## src/msio_regs.vh

```
/*
 * Constants of the motion synchronisation unit: APB register offsets,
 * command codes, flag bit positions, reset values and timing counts.
 * Assumes a 10 MHz pclk and 32-bit APB data, one register per word.
 */
`ifndef MSIO_REGS_VH
`define MSIO_REGS_VH

// Register byte offsets
`define MSIO_OFS_IN_FLAGS     8'h00
`define MSIO_OFS_DEAD_TIME    8'h04
`define MSIO_OFS_TARGET_POS   8'h08
`define MSIO_OFS_TARGET_USTEP 8'h0C
`define MSIO_OFS_SPEED        8'h10
`define MSIO_OFS_SPEED_USTEP  8'h14
`define MSIO_OFS_OUT_FLAGS    8'h18
`define MSIO_OFS_PULSE_LEN    8'h1C
`define MSIO_OFS_PULSE_IVL    8'h20
`define MSIO_OFS_WINDOW       8'h24
`define MSIO_OFS_WINDOW_USTEP 8'h28
`define MSIO_OFS_COMMAND      8'h2C
`define MSIO_OFS_CHECKSUM     8'h30
`define MSIO_OFS_STATUS       8'h34

// Command codes
`define MSIO_CMD_SET_IN       32'h696E_7373
`define MSIO_CMD_SET_OUT      32'h6F6E_7373

// Input flag bit positions
`define MSIO_IN_ON            0
`define MSIO_IN_FALLING       1
`define MSIO_IN_ABSOLUTE      2

// Output flag bit positions
`define MSIO_OUT_AUTO         0
`define MSIO_OUT_FIXED_LEVEL  1
`define MSIO_OUT_ACTIVE_LOW   2
`define MSIO_OUT_LEN_COUNTS   3
`define MSIO_OUT_ON_START     4
`define MSIO_OUT_ON_STOP      5
`define MSIO_OUT_PERIODIC     6

// Status bit positions
`define MSIO_ST_IN_OK         0
`define MSIO_ST_IN_ERR        1
`define MSIO_ST_OUT_OK        2
`define MSIO_ST_OUT_ERR       3
`define MSIO_ST_PIN           4
`define MSIO_ST_DEAD          5
`define MSIO_ST_PULSE         6
`define MSIO_ST_REACHED       7

// Reset value of every settings register
`define MSIO_RST_VALUE        32'h0000_0000

// Timing: one microsecond in pclk cycles, rounded up
`define MSIO_CLK_PERIOD_NS    100
`define MSIO_US_NS            1000
`define MSIO_US_CYCLES ((`MSIO_US_NS + `MSIO_CLK_PERIOD_NS - 1) / `MSIO_CLK_PERIOD_NS)
`define MSIO_PRE_W            4

`endif

```

## src/msio_top.v

```verilog
/*
 * Motion synchronisation unit: trigger input that launches a move and a
 * synchronisation output pin that is fixed or pulsed on motion events.
 * Settings are staged over APB and applied by a command word with a
 * checksum. Assumes the motion core shares pclk and gives one-cycle
 * pulses for move start, move stop and each step or encoder pulse.
 */
`timescale 1ns/100ps
`include "msio_regs.vh"

// Contract
// RULE1 - Trigger pin acts only while input flag bit 0x1 is set.
// RULE2 - Input flag bit 0x2 selects falling edge, else rising edge.
// RULE3 - Input flag bit 0x4 selects absolute target, else relative shift.
// RULE4 - A 16-bit dead time in microseconds masks pulses after an accepted one.
// RULE5 - Move target holds a signed 32-bit whole-step part.
// RULE6 - Move target holds a signed 16-bit microstep part, stepper only.
// RULE7 - Move runs at a 32-bit unsigned target speed.
// RULE8 - An 8-bit microstep speed part is added for steppers.
// RULE9 - Input settings command code stores the staged input settings.
// RULE10 - Output settings command code stores the staged output settings.
// RULE11 - Output flag bit 0x1 lets pulse logic drive the pin.
// RULE12 - With pulse logic off the pin follows output flag bit 0x2.
// RULE13 - Output flag bit 0x4 makes low the active pulse level.
// RULE14 - Output flag bit 0x8 counts pulse length in steps, not time.
// RULE15 - Pulses at move start with bit 0x10, at move stop with 0x20.
// RULE16 - Output flag bit 0x40 gives a pulse every programmed step count.
// RULE17 - Pulse lasts a 16-bit length in microseconds or in steps.
// RULE18 - Periodic pulses are spaced by a 16-bit step count.
// RULE19 - Stop pulse needs position inside the whole and microstep window.
// RULE20 - A settings command with a wrong checksum changes nothing; the code still updates its ok and error status bits.
// RULE21 - Trigger pin is synchronised before edge detection and dead time.
module msio_top (
  // APB slave
  input  wire        pclk,
  input  wire        presetn,
  input  wire        psel,
  input  wire        penable,
  input  wire        pwrite,
  input  wire [7:0]  paddr,
  input  wire [31:0] pwdata,
  output wire [31:0] prdata,
  output wire        pready,
  output wire        pslverr,
  // Trigger pin
  input  wire        trig_in,
  // Motion core status
  input  wire        move_started,
  input  wire        move_stopped,
  input  wire        step_tick,
  input  wire [31:0] cur_pos,
  input  wire [15:0] cur_ustep,
  // Move request
  output wire        move_req,
  output wire        move_absolute,
  output wire [31:0] move_pos,
  output wire [15:0] move_ustep,
  output wire [31:0] move_speed,
  output wire [7:0]  move_speed_ustep,
  // Synchronisation pin
  output wire        sync_out
);

  localparam integer US_LAST_I = `MSIO_US_CYCLES - 1;
  localparam [`MSIO_PRE_W-1:0] US_LAST = US_LAST_I[`MSIO_PRE_W-1:0];

  function [15:0] fold;
    input [31:0] w;
    begin
      fold = w[31:16] ^ w[15:0];
    end
  endfunction

  // Staged settings, written by software
  reg [7:0]  st_in_flags_ff;
  reg [15:0] st_dead_ff;
  reg [31:0] st_pos_ff;
  reg [15:0] st_ustep_ff;
  reg [31:0] st_speed_ff;
  reg [7:0]  st_spd_u_ff;
  reg [7:0]  st_out_flags_ff;
  reg [15:0] st_len_ff;
  reg [15:0] st_ivl_ff;
  reg [31:0] st_win_ff;
  reg [7:0]  st_win_u_ff;
  reg [15:0] st_sum_ff;

  // Applied settings, steering the logic
  reg [7:0]  trig_in_flags_ff;
  reg [15:0] trig_dead_time_ff;
  reg [31:0] target_pos_ff;
  reg [15:0] target_microstep_part_ff;
  reg [31:0] target_speed_ff;
  reg [7:0]  speed_microstep_part_ff;
  reg [7:0]  pulse_out_flags_ff;
  reg [15:0] pulse_length_ff;
  reg [15:0] pulse_interval_ff;
  reg [31:0] window_ff;
  reg [7:0]  window_microstep_part_ff;

  // Command results
  reg        in_ok_ff;
  reg        in_err_ff;
  reg        out_ok_ff;
  reg        out_err_ff;

  // APB read path
  reg [31:0] prdata_ff;
  reg        pslverr_ff;
  reg [31:0] nxt_rdata;
  reg        nxt_unmapped;

  // Trigger path
  reg        trig_s1_ff;
  reg        trig_s2_ff;
  reg        trig_prev_ff;
  reg [15:0] dead_left_ff;
  reg [`MSIO_PRE_W-1:0] dead_pre_ff;

  // Move request outputs
  reg        move_req_ff;
  reg        move_abs_ff;
  reg [31:0] move_pos_ff;
  reg [15:0] move_ustep_ff;
  reg [31:0] move_speed_ff;
  reg [7:0]  move_spd_u_ff;

  // Output pulse generator
  reg [15:0] pulse_left_ff;
  reg [`MSIO_PRE_W-1:0] pulse_pre_ff;
  reg [15:0] ivl_cnt_ff;
  reg        sync_out_ff;

  wire       wr_en;
  wire       cmd_wr;
  wire [15:0] in_sum;
  wire [15:0] out_sum;
  wire       trig_edge;
  wire       dead_active;
  wire       trig_accept;
  wire [31:0] pos_diff;
  wire [31:0] pos_abs;
  wire [15:0] u_diff;
  wire [15:0] u_abs;
  wire       reached;
  wire       periodic_fire;
  wire       pulse_fire;
  wire       pulse_active;
  wire       pulse_tick;
  wire       nxt_pin;

  assign pready  = 1'b1;
  assign prdata  = prdata_ff;
  assign pslverr = pslverr_ff;
  assign wr_en   = psel & penable & pwrite;
  assign cmd_wr  = wr_en & (paddr == `MSIO_OFS_COMMAND);

  // Each group is checked against the XOR fold of its own staged fields
  assign in_sum = fold({24'h00_0000, st_in_flags_ff}) ^ fold({16'h0000, st_dead_ff}) ^
                  fold(st_pos_ff) ^ fold({16'h0000, st_ustep_ff}) ^
                  fold(st_speed_ff) ^ fold({24'h00_0000, st_spd_u_ff});
  assign out_sum = fold({24'h00_0000, st_out_flags_ff}) ^ fold({16'h0000, st_len_ff}) ^
                   fold({16'h0000, st_ivl_ff}) ^ fold(st_win_ff) ^
                   fold({24'h00_0000, st_win_u_ff});

  // Staged settings and checksum
  always @(posedge pclk or negedge presetn) begin
    if (!presetn) begin
      st_in_flags_ff  <= 8'h00;
      st_dead_ff      <= 16'h0000;
      st_pos_ff       <= `MSIO_RST_VALUE;
      st_ustep_ff     <= 16'h0000;
      st_speed_ff     <= `MSIO_RST_VALUE;
      st_spd_u_ff     <= 8'h00;
      st_out_flags_ff <= 8'h00;
      st_len_ff       <= 16'h0000;
      st_ivl_ff       <= 16'h0000;
      st_win_ff       <= `MSIO_RST_VALUE;
      st_win_u_ff     <= 8'h00;
      st_sum_ff       <= 16'h0000;
    end else if (wr_en) begin
      case (paddr)
        `MSIO_OFS_IN_FLAGS:     st_in_flags_ff  <= pwdata[7:0];
        `MSIO_OFS_DEAD_TIME:    st_dead_ff      <= pwdata[15:0];
        `MSIO_OFS_TARGET_POS:   st_pos_ff       <= pwdata;
        `MSIO_OFS_TARGET_USTEP: st_ustep_ff     <= pwdata[15:0];
        `MSIO_OFS_SPEED:        st_speed_ff     <= pwdata;
        `MSIO_OFS_SPEED_USTEP:  st_spd_u_ff     <= pwdata[7:0];
        `MSIO_OFS_OUT_FLAGS:    st_out_flags_ff <= pwdata[7:0];
        `MSIO_OFS_PULSE_LEN:    st_len_ff       <= pwdata[15:0];
        `MSIO_OFS_PULSE_IVL:    st_ivl_ff       <= pwdata[15:0];
        `MSIO_OFS_WINDOW:       st_win_ff       <= pwdata;
        `MSIO_OFS_WINDOW_USTEP: st_win_u_ff     <= pwdata[7:0];
        `MSIO_OFS_CHECKSUM:     st_sum_ff       <= pwdata[15:0];
        default: begin
        end
      endcase
    end
  end

  // Applying a command: only a matching checksum replaces the settings
  always @(posedge pclk or negedge presetn) begin
    if (!presetn) begin
      trig_in_flags_ff         <= 8'h00;
      trig_dead_time_ff        <= 16'h0000;
      target_pos_ff            <= `MSIO_RST_VALUE;
      target_microstep_part_ff <= 16'h0000;
      target_speed_ff          <= `MSIO_RST_VALUE;
      speed_microstep_part_ff  <= 8'h00;
      pulse_out_flags_ff       <= 8'h00;
      pulse_length_ff          <= 16'h0000;
      pulse_interval_ff        <= 16'h0000;
      window_ff                <= `MSIO_RST_VALUE;
      window_microstep_part_ff <= 8'h00;
      in_ok_ff                 <= 1'b0;
      in_err_ff                <= 1'b0;
      out_ok_ff                <= 1'b0;
      out_err_ff               <= 1'b0;
    end else if (cmd_wr && pwdata == `MSIO_CMD_SET_IN) begin
      in_ok_ff  <= (in_sum == st_sum_ff);
      in_err_ff <= (in_sum != st_sum_ff);                    // RULE20
      if (in_sum == st_sum_ff) begin                         // RULE20
        trig_in_flags_ff         <= st_in_flags_ff;          // RULE9
        trig_dead_time_ff        <= st_dead_ff;              // RULE9
        target_pos_ff            <= st_pos_ff;               // RULE5
        target_microstep_part_ff <= st_ustep_ff;             // RULE6
        target_speed_ff          <= st_speed_ff;             // RULE7
        speed_microstep_part_ff  <= st_spd_u_ff;             // RULE8
      end
    end else if (cmd_wr && pwdata == `MSIO_CMD_SET_OUT) begin
      out_ok_ff  <= (out_sum == st_sum_ff);
      out_err_ff <= (out_sum != st_sum_ff);                  // RULE20
      if (out_sum == st_sum_ff) begin                        // RULE20
        pulse_out_flags_ff       <= st_out_flags_ff;         // RULE10
        pulse_length_ff          <= st_len_ff;               // RULE10
        pulse_interval_ff        <= st_ivl_ff;               // RULE10
        window_ff                <= st_win_ff;               // RULE19
        window_microstep_part_ff <= st_win_u_ff;             // RULE19
      end
    end
  end

  // Read data is prepared in the setup phase so the access phase needs no wait
  always @* begin
    nxt_rdata    = 32'h0000_0000;
    nxt_unmapped = 1'b0;
    case (paddr)
      `MSIO_OFS_IN_FLAGS:     nxt_rdata = {24'h00_0000, st_in_flags_ff};
      `MSIO_OFS_DEAD_TIME:    nxt_rdata = {16'h0000, st_dead_ff};
      `MSIO_OFS_TARGET_POS:   nxt_rdata = st_pos_ff;
      `MSIO_OFS_TARGET_USTEP: nxt_rdata = {16'h0000, st_ustep_ff};
      `MSIO_OFS_SPEED:        nxt_rdata = st_speed_ff;
      `MSIO_OFS_SPEED_USTEP:  nxt_rdata = {24'h00_0000, st_spd_u_ff};
      `MSIO_OFS_OUT_FLAGS:    nxt_rdata = {24'h00_0000, st_out_flags_ff};
      `MSIO_OFS_PULSE_LEN:    nxt_rdata = {16'h0000, st_len_ff};
      `MSIO_OFS_PULSE_IVL:    nxt_rdata = {16'h0000, st_ivl_ff};
      `MSIO_OFS_WINDOW:       nxt_rdata = st_win_ff;
      `MSIO_OFS_WINDOW_USTEP: nxt_rdata = {24'h00_0000, st_win_u_ff};
      `MSIO_OFS_COMMAND:      nxt_rdata = 32'h0000_0000;
      `MSIO_OFS_CHECKSUM:     nxt_rdata = {16'h0000, st_sum_ff};
      `MSIO_OFS_STATUS: begin
        nxt_rdata[`MSIO_ST_IN_OK]   = in_ok_ff;
        nxt_rdata[`MSIO_ST_IN_ERR]  = in_err_ff;
        nxt_rdata[`MSIO_ST_OUT_OK]  = out_ok_ff;
        nxt_rdata[`MSIO_ST_OUT_ERR] = out_err_ff;
        nxt_rdata[`MSIO_ST_PIN]     = sync_out_ff;
        nxt_rdata[`MSIO_ST_DEAD]    = dead_active;
        nxt_rdata[`MSIO_ST_PULSE]   = pulse_active;
        nxt_rdata[`MSIO_ST_REACHED] = reached;
      end
      default: nxt_unmapped = 1'b1;
    endcase
  end

  always @(posedge pclk or negedge presetn) begin
    if (!presetn) begin
      prdata_ff  <= 32'h0000_0000;
      pslverr_ff <= 1'b0;
    end else if (psel && !penable) begin
      prdata_ff  <= pwrite ? 32'h0000_0000 : nxt_rdata;
      pslverr_ff <= nxt_unmapped;
    end
  end

  // Trigger pin: two-stage synchroniser, then edge detection
  always @(posedge pclk or negedge presetn) begin
    if (!presetn) begin
      trig_s1_ff   <= 1'b0;
      trig_s2_ff   <= 1'b0;
      trig_prev_ff <= 1'b0;
    end else begin
      trig_s1_ff   <= trig_in;                               // RULE21
      trig_s2_ff   <= trig_s1_ff;                            // RULE21
      trig_prev_ff <= trig_s2_ff;
    end
  end

  assign trig_edge = trig_in_flags_ff[`MSIO_IN_FALLING] ?
                     (trig_prev_ff & ~trig_s2_ff) :          // RULE2
                     (~trig_prev_ff & trig_s2_ff);           // RULE2
  assign dead_active = (dead_left_ff != 16'h0000);
  assign trig_accept = trig_in_flags_ff[`MSIO_IN_ON] & trig_edge & ~dead_active; // RULE1

  // Dead time counts whole microseconds after each accepted trigger
  always @(posedge pclk or negedge presetn) begin
    if (!presetn) begin
      dead_left_ff <= 16'h0000;
      dead_pre_ff  <= {`MSIO_PRE_W{1'b0}};
    end else if (trig_accept) begin
      dead_left_ff <= trig_dead_time_ff;                     // RULE4
      dead_pre_ff  <= {`MSIO_PRE_W{1'b0}};
    end else if (dead_active) begin
      if (dead_pre_ff == US_LAST) begin
        dead_pre_ff  <= {`MSIO_PRE_W{1'b0}};
        dead_left_ff <= dead_left_ff - 16'h0001;             // RULE4
      end else begin
        dead_pre_ff  <= dead_pre_ff + 1'b1;
      end
    end
  end

  // Move request; a shift is turned into an absolute target here
  always @(posedge pclk or negedge presetn) begin
    if (!presetn) begin
      move_req_ff   <= 1'b0;
      move_abs_ff   <= 1'b0;
      move_pos_ff   <= 32'h0000_0000;
      move_ustep_ff <= 16'h0000;
      move_speed_ff <= 32'h0000_0000;
      move_spd_u_ff <= 8'h00;
    end else begin
      move_req_ff <= trig_accept;
      if (trig_accept) begin
        move_abs_ff   <= trig_in_flags_ff[`MSIO_IN_ABSOLUTE];
        if (trig_in_flags_ff[`MSIO_IN_ABSOLUTE]) begin         // RULE3
          move_pos_ff   <= target_pos_ff;                      // RULE5
          move_ustep_ff <= target_microstep_part_ff;           // RULE6
        end else begin
          move_pos_ff   <= cur_pos + target_pos_ff;            // RULE3
          move_ustep_ff <= cur_ustep + target_microstep_part_ff; // RULE3
        end
        move_speed_ff <= target_speed_ff;                      // RULE7
        move_spd_u_ff <= speed_microstep_part_ff;              // RULE8
      end
    end
  end

  assign move_req         = move_req_ff;
  assign move_absolute    = move_abs_ff;
  assign move_pos         = move_pos_ff;
  assign move_ustep       = move_ustep_ff;
  assign move_speed       = move_speed_ff;
  assign move_speed_ustep = move_spd_u_ff;

  // Target window around the last triggered target
  assign pos_diff = cur_pos - move_pos_ff;
  assign pos_abs  = pos_diff[31] ? (32'h0000_0000 - pos_diff) : pos_diff;
  assign u_diff   = cur_ustep - move_ustep_ff;
  assign u_abs    = u_diff[15] ? (16'h0000 - u_diff) : u_diff;
  assign reached  = (pos_abs < window_ff) ||
                    ((pos_abs == window_ff) &&
                     (u_abs <= {8'h00, window_microstep_part_ff})); // RULE19

  // Periodic pulses counted on step or encoder ticks
  assign periodic_fire = pulse_out_flags_ff[`MSIO_OUT_PERIODIC] & step_tick &
                         (pulse_interval_ff != 16'h0000) &
                         (ivl_cnt_ff == pulse_interval_ff - 16'h0001); // RULE18

  always @(posedge pclk or negedge presetn) begin
    if (!presetn) begin
      ivl_cnt_ff <= 16'h0000;
    end else if (!pulse_out_flags_ff[`MSIO_OUT_PERIODIC]) begin
      ivl_cnt_ff <= 16'h0000;
    end else if (step_tick) begin
      if (periodic_fire) begin
        ivl_cnt_ff <= 16'h0000;                              // RULE16
      end else begin
        ivl_cnt_ff <= ivl_cnt_ff + 16'h0001;                 // RULE18
      end
    end
  end

  assign pulse_fire =
    (pulse_out_flags_ff[`MSIO_OUT_ON_START] & move_started) |            // RULE15
    (pulse_out_flags_ff[`MSIO_OUT_ON_STOP] & move_stopped & reached) |   // RULE15
    periodic_fire;                                                       // RULE16
  assign pulse_active = (pulse_left_ff != 16'h0000);
  assign pulse_tick   = pulse_out_flags_ff[`MSIO_OUT_LEN_COUNTS] ?
                        step_tick : (pulse_pre_ff == US_LAST);           // RULE14

  // A new event while a pulse is running restarts its length
  always @(posedge pclk or negedge presetn) begin
    if (!presetn) begin
      pulse_left_ff <= 16'h0000;
      pulse_pre_ff  <= {`MSIO_PRE_W{1'b0}};
    end else if (pulse_fire) begin
      pulse_left_ff <= pulse_length_ff;                      // RULE17
      pulse_pre_ff  <= {`MSIO_PRE_W{1'b0}};
    end else if (pulse_active) begin
      pulse_pre_ff <= (pulse_pre_ff == US_LAST) ? {`MSIO_PRE_W{1'b0}} :
                      pulse_pre_ff + 1'b1;
      if (pulse_tick) begin
        pulse_left_ff <= pulse_left_ff - 16'h0001;           // RULE17
      end
    end
  end

  assign nxt_pin = pulse_out_flags_ff[`MSIO_OUT_AUTO] ?                  // RULE11
                   (pulse_active ^ pulse_out_flags_ff[`MSIO_OUT_ACTIVE_LOW]) : // RULE13
                   pulse_out_flags_ff[`MSIO_OUT_FIXED_LEVEL];            // RULE12

  always @(posedge pclk or negedge presetn) begin
    if (!presetn) begin
      sync_out_ff <= 1'b0;
    end else begin
      sync_out_ff <= nxt_pin;
    end
  end

  assign sync_out = sync_out_ff;

endmodule // msio_top

```

## config.mk

```make
export PLATFORM = sky130hd
export DESIGN_NAME = msio_top
export DESIGN_NICKNAME = d
export VERILOG_FILES = /design/src/msio_top.v
export VERILOG_INCLUDE_DIRS = /design/src
export SDC_FILE = /design/constraint.sdc
export NUM_CORES = 1
export LEC_CHECK = 0
export CAP_MARGIN = 20
export CORE_ASPECT_RATIO = 1.25
export CORE_MARGIN = 5
export CORE_UTILIZATION = 55
export CTS_CLUSTER_SIZE = 20
export DETAILED_ROUTE_END_ITERATION = 10
export DONT_BUFFER_PORTS = 1
export PLACE_DENSITY = 0.72
export SLEW_MARGIN = 20
export SYNTH_ARGS = -nofsm -noshare
export SYNTH_HDL_FRONTEND = slang
export SYNTH_SLANG_ARGS = --single-unit
```

## constraint.sdc

```tcl
create_clock -name pclk -period 8.95 [get_ports pclk]
set_clock_uncertainty 0.15 [all_clocks]
set_input_delay 0.4475 -clock pclk [delete_from_list [all_inputs] [get_ports pclk]]
set_output_delay 0.4475 -clock pclk [all_outputs]
set_load 0.01 [all_outputs]
```

Yosys cells after proc, flatten, opt, wreduce, memory -nomap -nowiden
Cells that the tools add are included.
{ "classes": {"addsub": 12, "n_lt_le_gt_ge": 2, "n_eq_ne": 24, "muxes": 26, "bitwise_logic": 32, "n_reduce_logical": 32} }
{ "op_table": {"columns": ["operator", "count"], "rows": [
  ["$pmux 24 s8", 1],
  ["$mux 16", 11],
  ["$xor 16x16->16", 8],
  ["$pmux 8 s13", 1],
  ["$mux 32", 3],
  ["$eq 32x31->1 const B", 2],
  ["$eq 16x16->1", 3],
  ["$eq 8x6->1 const B", 6],
  ["$reduce_bool 16->1", 3],
  ["$sub 16x1->16 const B", 3],
  ["$add 32x32->32", 1],
  ["$eq 32x32->1", 1],
  ["$eq 8x5->1 const B", 4],
  ["$lt 32x32->1", 1],
  ["$ne 16x16->1", 2],
  ["$reduce_and 2->1", 16],
  ["$sub 1x32->32 const A", 1],
  ["$sub 32x32->32", 1],
  ["$xor 16x8->16", 2],
  ["$xor 8x16->16", 2],
  ["$mux 4", 6],
  ["$add 16x1->16 const B", 1],
  ["$add 16x16->16", 1],
  ["$eq 8x4->1 const B", 2],
  ["19 further kinds", 46]
]} }
{ "totals": {"ff_bits": 581, "inputBits": 97, "word_cells": 172} }

Depth between registers and ports, before layout
Gate-level depths: netlist of run 1.
{ "logic_depth": {"ltp_word": 11, "ltp_mapped": 28, "mapped_depth_nobuf": 27} }

Least setup slack after synthesis of run 1
Ideal clock, no wire load.
{ "synth_timing": {"path_kind": "input to register", "start": "input cur_pos[0]", "end": "register pulse_left_ff[0]", "t_arrival_ns": 6.103, "required_ns": 8.672, "slack_ns": 2.570, "path_stages": 27, "n_path_buf": 1, "cell_sequence": "inv_1 > ha_1 > inv_1 > fa_1 > a21oi_1 > o221ai_1 > a31o_2 > a21oi_1 > xnor2_1 > nor4b_1 > nor2b_1 > nor4bb_1 > nand2_1 > o21ai_0 > xnor2_1 > ha_1 > nand4_1 > nor3_1 > nand4_1 > or4_1 > a2111oi_0 > nand3_1 > o32ai_1 > nand3_2 > o21ai_2 > buf_4 > mux2_1"} }
{ "synth_via": {"elab_chain_len": 11, "elab_cells_between_ends": 14} }
{ "synth_lines": {"columns": ["element", "line_no", "source"], "rows": [
  ["start: declaration", "msio_top.v:51", "input wire [31:0] cur_pos,"],
  ["$sub 32x32->32 *", "msio_top.v:356", "assign pos_diff = cur_pos - move_pos_ff;"],
  ["$sub 1x32->32", "msio_top.v:357", "assign pos_abs = pos_diff[31] ? (32'h0000_0000 - pos_diff) : pos_diff;"],
  ["$mux 32 *", "msio_top.v:357", null],
  ["branches (longest 2 deep; another with $lt 32x32->1)", null, null],
  ["$logic_or 1x1->1 *", "msio_top.v:360", "assign reached = (pos_abs < window_ff) ||"],
  ["$and 1x1->1 *", "msio_top.v:385", "(pulse_out_flags_ff[`MSIO_OUT_ON_STOP] & move_stopped & reached) |"],
  ["$or 1x1->1 * (2 in a row)", "msio_top.v:384", "(pulse_out_flags_ff[`MSIO_OUT_ON_START] & move_started) |"],
  ["$reduce_bool 2->1 (no line)", null, null],
  ["$reduce_and 2->1 (no line)", null, null],
  ["end signal: assignment", "msio_top.v:397", "pulse_left_ff <= pulse_length_ff;"],
  ["end signal: assignment", "msio_top.v:403", "pulse_left_ff <= pulse_left_ff - 16'h0001;"],
  ["end: declaration", "msio_top.v:129", "reg [15:0] pulse_left_ff;"]
]} }
Every way passes the cells marked *.
A chain may end at the register's enable or synchronous reset.

Worst setup path after layout of run 1
{ "layout_timing": {"start": "register move_pos_ff[8], in the netlist move_pos[8]", "end": "register pulse_left_ff[15]"} }
{ "layout_via": {"elab_chain_len": 11, "elab_cells_between_ends": 14} }
{ "layout_lines": {"columns": ["element", "line_no", "source"], "rows": [
  ["start: declaration", "msio_top.v:123", "reg [31:0] move_pos_ff;"],
  ["start signal: assignment", "msio_top.v:336", "move_pos_ff <= target_pos_ff;"],
  ["start signal: assignment", "msio_top.v:339", "move_pos_ff <= cur_pos + target_pos_ff;"],
  ["$sub 32x32->32 *", "msio_top.v:356", null],
  ["$sub 1x32->32", "msio_top.v:357", null],
  ["$mux 32 *", "msio_top.v:357", null],
  ["branches (longest 2 deep; another with $lt 32x32->1)", null, null],
  ["$logic_or 1x1->1 *", "msio_top.v:360", null],
  ["$and 1x1->1 *", "msio_top.v:385", null],
  ["$or 1x1->1 * (2 in a row)", "msio_top.v:384", null],
  ["$reduce_bool 2->1 (no line)", null, null],
  ["$reduce_and 2->1 (no line)", null, null]
]} }
Marked as above.

==> results of run 1 <==
[per-layer routing]
metal  up-vias  global-route usage
met1     12790              0.4018
li1      11300                   -
met5         -                   0
met3       258             0.05488
met2      1060              0.5277
met4         4              0.1395
[placed cells by master, fill, tap and decap left out, drive strengths merged, types with 50 or more instances in the layout]
cell	synthesis	final
a21oi	152	152
clkbuf	100	79
mux2	369	369
nand2	345	345
nand3	50	50
o21ai	174	174
dfrtp	581	581
nor2	135	135
inv	140	145
xor2	99	99
xnor2	255	255
ha	142	142
[kinds of logic (layout without fill, tap and decap cells)]
kind of cell	Yosys count	count (layout)	synth area share
AND/OR/NAND/NOR	787	787	0.1141
AO/OA/AOI/OAI	652	652	0.1300
flip-flops	581	581	0.4435
multiplexers	377	377	0.1293
XOR/XNOR	354	354	0.09459
buffers and inverters	269	310	0.03168
adder cells (fa/ha/maj)	146	146	0.05665
other	1	9	0.0001144
[critical path, stage by stage (launching register included)]
cell       delay [ps]
dfrtp_1           390
inv_1              80
ha_1              410
and3_1            260
nand2_1            80
a211oi_1          610
a21boi_1          230
o21ai_1           420
a221oi_2          140
o2111ai_1         230
a21oi_1           160
xnor2_2           570
o21ai_0           250
xnor2_1           190
ha_1              310
nand4_1            90
nor3_1            290
nand4_1           190
or4_1             600
a2111oi_0         520
nand3_1           150
o32ai_1           370
nand3_2           180
o21ai_2           750
mux2_1            400
[where the power goes]
part           leakage [uW]  switching (uW)  internal [uW]
registers           0.00772            41.4           2650
logic               0.00878             317            224
clock network       0.00101            1110           1530
[metrics by stage]
stage	setup WS (ps)	utilization	hold WS, ps	instances
floorplan	2570	-	1.909	3167
global placement	628.5	0.5640	35.65	3828
detailed placement	369.2	0.5640	29.53	3828
CTS	312.6	0.6051	-662.6	3973
global route	205.1	0.6054	-648.7	3977
finish	776.8	0.6056	-639.4	3981
[final cells by class]
class | instances | area, um^2
Sequential cell | 581 | 14540
Clock inverter | 29 | 421.7
Multi-Input combinational cell | 2317 | 17250
Tap cell | 765 | 957.2
Inverter | 140 | 525.5
Fill cell | 4896 | 23390
Timing Repair Buffer | 62 | 558.0
Antenna cell | 8 | 20.02
Clock buffer | 79 | 1649
[worst paths after layout]
path / start / to / cells after the start
max: move_pos[8] / pulse_left_ff[15] / 24
min: presetn / dead_pre_ff[2] / 0
min reg2reg: trig_s1_ff / trig_s2_ff / 0
max reg2reg: move_pos[8] / pulse_left_ff[15] / 24
max in group asynchronous: presetn / target_speed_ff[23] / 0
min in group pclk: cur_ustep[0] / move_ustep[0] / 3
[state kept, by name, indices dropped and copies added, names as in the netlist, 32 cells and up]
register,flops
target_speed_ff,32
window_ff,32
st_pos_ff,32
prdata,32
st_win_ff,32
st_speed_ff,32
target_pos_ff,32
move_pos,32
move_speed,32
==> flow_metrics.tcl, run 1 <==
set metrics [dict create \
    status "finished with violations" \
    violations "negative hold slack, max-slew violations" \
    cp-start-kind "flip-flop" \
    drtAntennaViolNets 0 \
    postCtsHoldBufs 37 \
    max_slew_margin -0.8811 \
    synth_top_cell_by_area "dfrtp_1" \
    finalSetupViolations 0 \
    start_util 0.5527 \
    core_mm2 0.05931 \
    cts_sinks 581 \
    post_synth_num_cell_types 82 \
    clk_latency_ps 660 \
    finalSetupTns_ps 0 \
    top_layer_used "met5" \
    syn_area_mm2 0.03278 \
    grt_start_max_net_pins 582 \
    fin_area_mm2 0.03592 \
    finalWirelength_mm 104.3 \
    die_w_um 228.4 \
    synthToLayoutAreaGrowth_pct 9.573 \
    viasPerCell 6.383 \
    antenna_found_initial 6 \
    synthCells 3167 \
    fin_nets 3402 \
    synth-seq-area-share 0.4435 \
    ys_warn_count 0 \
    dr_total_vias 25410 \
    hold_ws_ps -639.4 \
    worstSetupEndpointType "flip-flop" \
    path_clk_slew_ps 70 \
    grt_pass1_wl_mm 158.7 \
    chipHeight_um 282.9 \
    place_area_mm2 0.03345 \
    syn_area_per_cell_um2 10.35 \
    met1_length_mm 40.87 \
    slew_viol_final 395 \
    peakVddDrop_mv 0.1546 \
    routedWlPerCell_um 26.19 \
    tritoncts.num_buffers 57 \
    hold_class "primary input to asynchronous set/reset pin" \
    finalPower_uw 5875 \
    clockBufferDepth 3 \
    p_per_area_mw_per_mm2 163.6 \
    ys_ff_latch 581 \
    routabilityCongestion 0.9621 \
    overflow 0 \
    io_pins 222 \
    grt_util_all_layers 0.3144 \
    power_leakage_uw 0.01752 \
    synthMostInstantiatedCell "dfrtp_1" \
    crit_path_max_fanout 17 \
    rsz0062_at_grt "false" \
    crit_type "flip-flop to flip-flop" \
    htree_levels 2 \
    io_buffers 0 \
    post_cts_buffers 0 \
    core.rowCount 100 \
    dr.pass1.iters 10 \
    wl_met3_mm 7.575 \
    synthArstFlopShare 1.000 \
    yosys-top-cells-area "dfrtp_1 (44%), mux2_2 (12%), xnor2_1 (6.8%)" \
    synthTopCellsByCount "dfrtp_1 (581), mux2_2 (354), nand2_1 (345), xnor2_1 (255), o21ai_0 (170)" \
    worst_pin_slew_ps 2822 \
    dr_wl_met2_mm 50.41 \
    dr.first_iter.drc_count 2628 \
    min_period_over_period 0.9132 \
    syn_nets 3410 \
    cts_tree "built" \
    synthFlopType "dfrtp_1" \
    drive_gt1_frac 0.1602 \
    grt_pass1_vias 25510 \
    cts_root_buffer "clkbuf_16" \
    max_freq_ghz 0.1224 \
    hold_violations 531 \
    hpwl_mm 75.41 \
    drv_cap 0 \
    yosysTopAreaCellShare 0.4435 \
    die_area_mm2 0.06461 \
    cp.arrival_ps 8520 \
    required_ps 9300 \
    r2r_slack_ps 780 \
    drc 0 \
    ctsResizeCount 0 \
    layout_min_cycle_time_ps 8173 \
    synth_edf_count 0 \
]
Power figures use the tool's default switching activity.
==> inputs of run 2 (changes only) <==
==> constraint.sdc (replaced) <==
create_clock -name pclk -period 8.95 [get_ports pclk]
set_clock_uncertainty 0.15 [all_clocks]
set_input_delay 1.79 -clock pclk [delete_from_list [all_inputs] [get_ports pclk]]
set_output_delay 1.79 -clock pclk [all_outputs]
set_load 0.01 [all_outputs]
==> run 2 against run 1 <==
The run now ends clean; flip-flop and latch count unchanged; count of clock-buffer cells in the layout down 2; cell area down 0.96%; fmax down 2.2%; clock power about the same; via count down 1.6%; first-iteration DRC count down 11%; non-clock buffer count down 39; routed wire length down 2.6%; sequential share of layout area up 0.39 points; largest cell class unchanged.
==> flow_metrics.tcl, run 2 (synthesized netlist as in run 1, its figures left out) <==
set metrics [dict create \
    status "completed" \
    slew_viol_final 0 \
    slowest_delay_ps 610 \
    seqPwrFrac 0.459 \
    worst_pin_slew_ps 1325 \
    dr.first_iter.drc_count 2346 \
    max_freq_ghz 0.1196 \
    crit_slowest_cell "or4_1" \
    peakVddDrop_mv 0.1687 \
    finalWirelength_mm 101.5 \
    chipHeight_um 282.9 \
    routabilityCongestion 0.9910 \
    reg2reg_from "move_pos[1]" \
    final_common_cell "dfrtp_1" \
    layout_min_cycle_time_ps 8358 \
    r2r_slack_ps 1320 \
    r2r_end "pulse_left_ff[10]" \
    hpwl_mm 75.22 \
    htree_levels 2 \
    finish.utilization 0.5998 \
    post_cts_buffers 0 \
    worstSetupEndpointType "flip-flop" \
    synthToLayoutAreaGrowth_pct 8.520 \
    crit_buf_inv 4 \
    dr.pass1.iters 8 \
    critPathCapture "pulse_left_ff[10]" \
    globalRouteMet3Util 0.05999 \
    grt_busiest_layer "met2" \
    drtAntennaViolNets 0 \
    cp.arrival_ps 8700 \
    crit_type "primary input to flip-flop" \
    grt_pass1_wl_mm 154.5 \
    layout_common_cells "dfrtp_1 (580), mux2_2 (354), nand2_1 (344)" \
    postCtsHoldBufs 0 \
    p_sw_uw 1437 \
    finalSetupViolations 0 \
    fin_nets 3364 \
    cp-start-kind "primary input" \
    clockBufferDepth 3 \
    critPathTopFamily "simple AND/OR/NAND/NOR gates" \
    viasPerCell 6.351 \
    met2_usage 0.5251 \
    crit_cells 28 \
    drc 0 \
    antenna_found_initial 1 \
    routedWlPerCell_um 25.79 \
    io_pins 222 \
    hold_violations 0 \
    cp-startpoint "cur_pos[0]" \
    path_clk_slew_ps 60 \
    tritoncts.num_buffers 58 \
    dr_total_vias 25000 \
    power_leakage_uw 0.01737 \
    p_per_area_mw_per_mm2 164.9 \
    met1_usage 0.3786 \
    cts_sinks 581 \
    finalSetupTns_ps 0 \
    r2r_cells 26 \
    grt_util_all_layers 0.3057 \
    intPower_uw 4428 \
    min_period_over_period 0.9339 \
    core_mm2 0.05931 \
    drive_gt1_frac 0.1621 \
    required_ps 9290 \
    start_util 0.5527 \
    clockPowerShare 0.456 \
    die_area_mm2 0.06461 \
    swShare 0.2450 \
    combPwrFrac 0.086 \
    n_antenna_cell 0 \
    overflow 0 \
    rsz0062_at_grt "false" \
    ctsResizeCount 0 \
    cts_tree "built" \
    cts_root_buffer "clkbuf_16" \
    crit_path_max_fanout 20 \
    hold_class "flip-flop to flip-flop" \
    io_buffers 0 \
    clk_latency_ps 640 \
    core.rowCount 100 \
    max_slew_margin 0.1166 \
    die_w_um 228.4 \
    grt_start_max_net_pins 582 \
    grt_pass1_vias 25060 \
    drv_cap 0 \
]
## run 2: routing by layer
| layer | vias up | wire length (um) |
|---|---|---|
| li1 | 11220 | - |
| met1 | 12580 | 39140 |
| met2 | 965 | 49800 |
| met3 | 228 | 7381 |
| met4 | 2 | 5164 |
| met5 | - | 13 |
## run 2: final cells by class
cell class	count	area, um^2
Inverter	140	525.5
Timing Repair Buffer	23	197.7
Tap cell	765	957.2
Clock inverter	33	470.5
Multi-Input combinational cell	2317	17240
Clock buffer	77	1643
Fill cell	4894	23740
Sequential cell	581	14540
## run 2: worst register-to-register path: cells and delay by family (launching register included)
family                   cells  cell delay, ps
AO/OA/AOI/OAI                7            2430
XOR/XNOR                     2             270
AND/OR/NAND/NOR             11            2790
flip-flops                   1             420
adder cells (fa/ha/maj)      2             560
buffers and inverters        3             530
multiplexers                 1             350
## run 2: through the flow
stage	instance area [um^2]	total power [uW]	cells	hold WS [ps]	worst slack, ps
floorplan	32780	3112	3167	181.2	1227
global placement	33460	3213	3826	190.8	89.29
detailed placement	33460	3228	3826	200.5	8.561
CTS	35570	5893	3936	207.1	663.6
global route	35570	6057	3936	215.4	185.2
finish	35570	5865	3936	206.7	592.0
## run 2: how the worst min path moves through the flow
| stage | from | end | slack (ps) | depth (start not counted) |
|---|---|---|---|---|
| 4_1_cts | trig_s1_ff | trig_s2_ff | 210 | 0 |
| 6_report | trig_s1_ff | trig_s2_ff | 210 | 0 |
| 2_1_floorplan | trig_s1_ff | trig_s2_ff | 180 | 0 |
| 3_3_place_gp | trig_s1_ff | trig_s2_ff | 190 | 0 |
| 3_5_place_dp | trig_s1_ff | trig_s2_ff | 200 | 0 |
| 5_1_grt | trig_s1_ff | trig_s2_ff | 220 | 0 |
## run 2: power groups by stage
| stage | logic (uW) | clock network [uW] | registers [uW] |
|---|---|---|---|
| 5_1_grt | 555 | 2810 | 2690 |
| 4_1_cts | 497 | 2710 | 2690 |
| 3_3_place_gp | 476 | 0 | 2740 |
| 3_5_place_dp | 490 | 0 | 2740 |
| 2_1_floorplan | 393 | 0 | 2720 |
| 6_report | 503 | 2670 | 2690 |
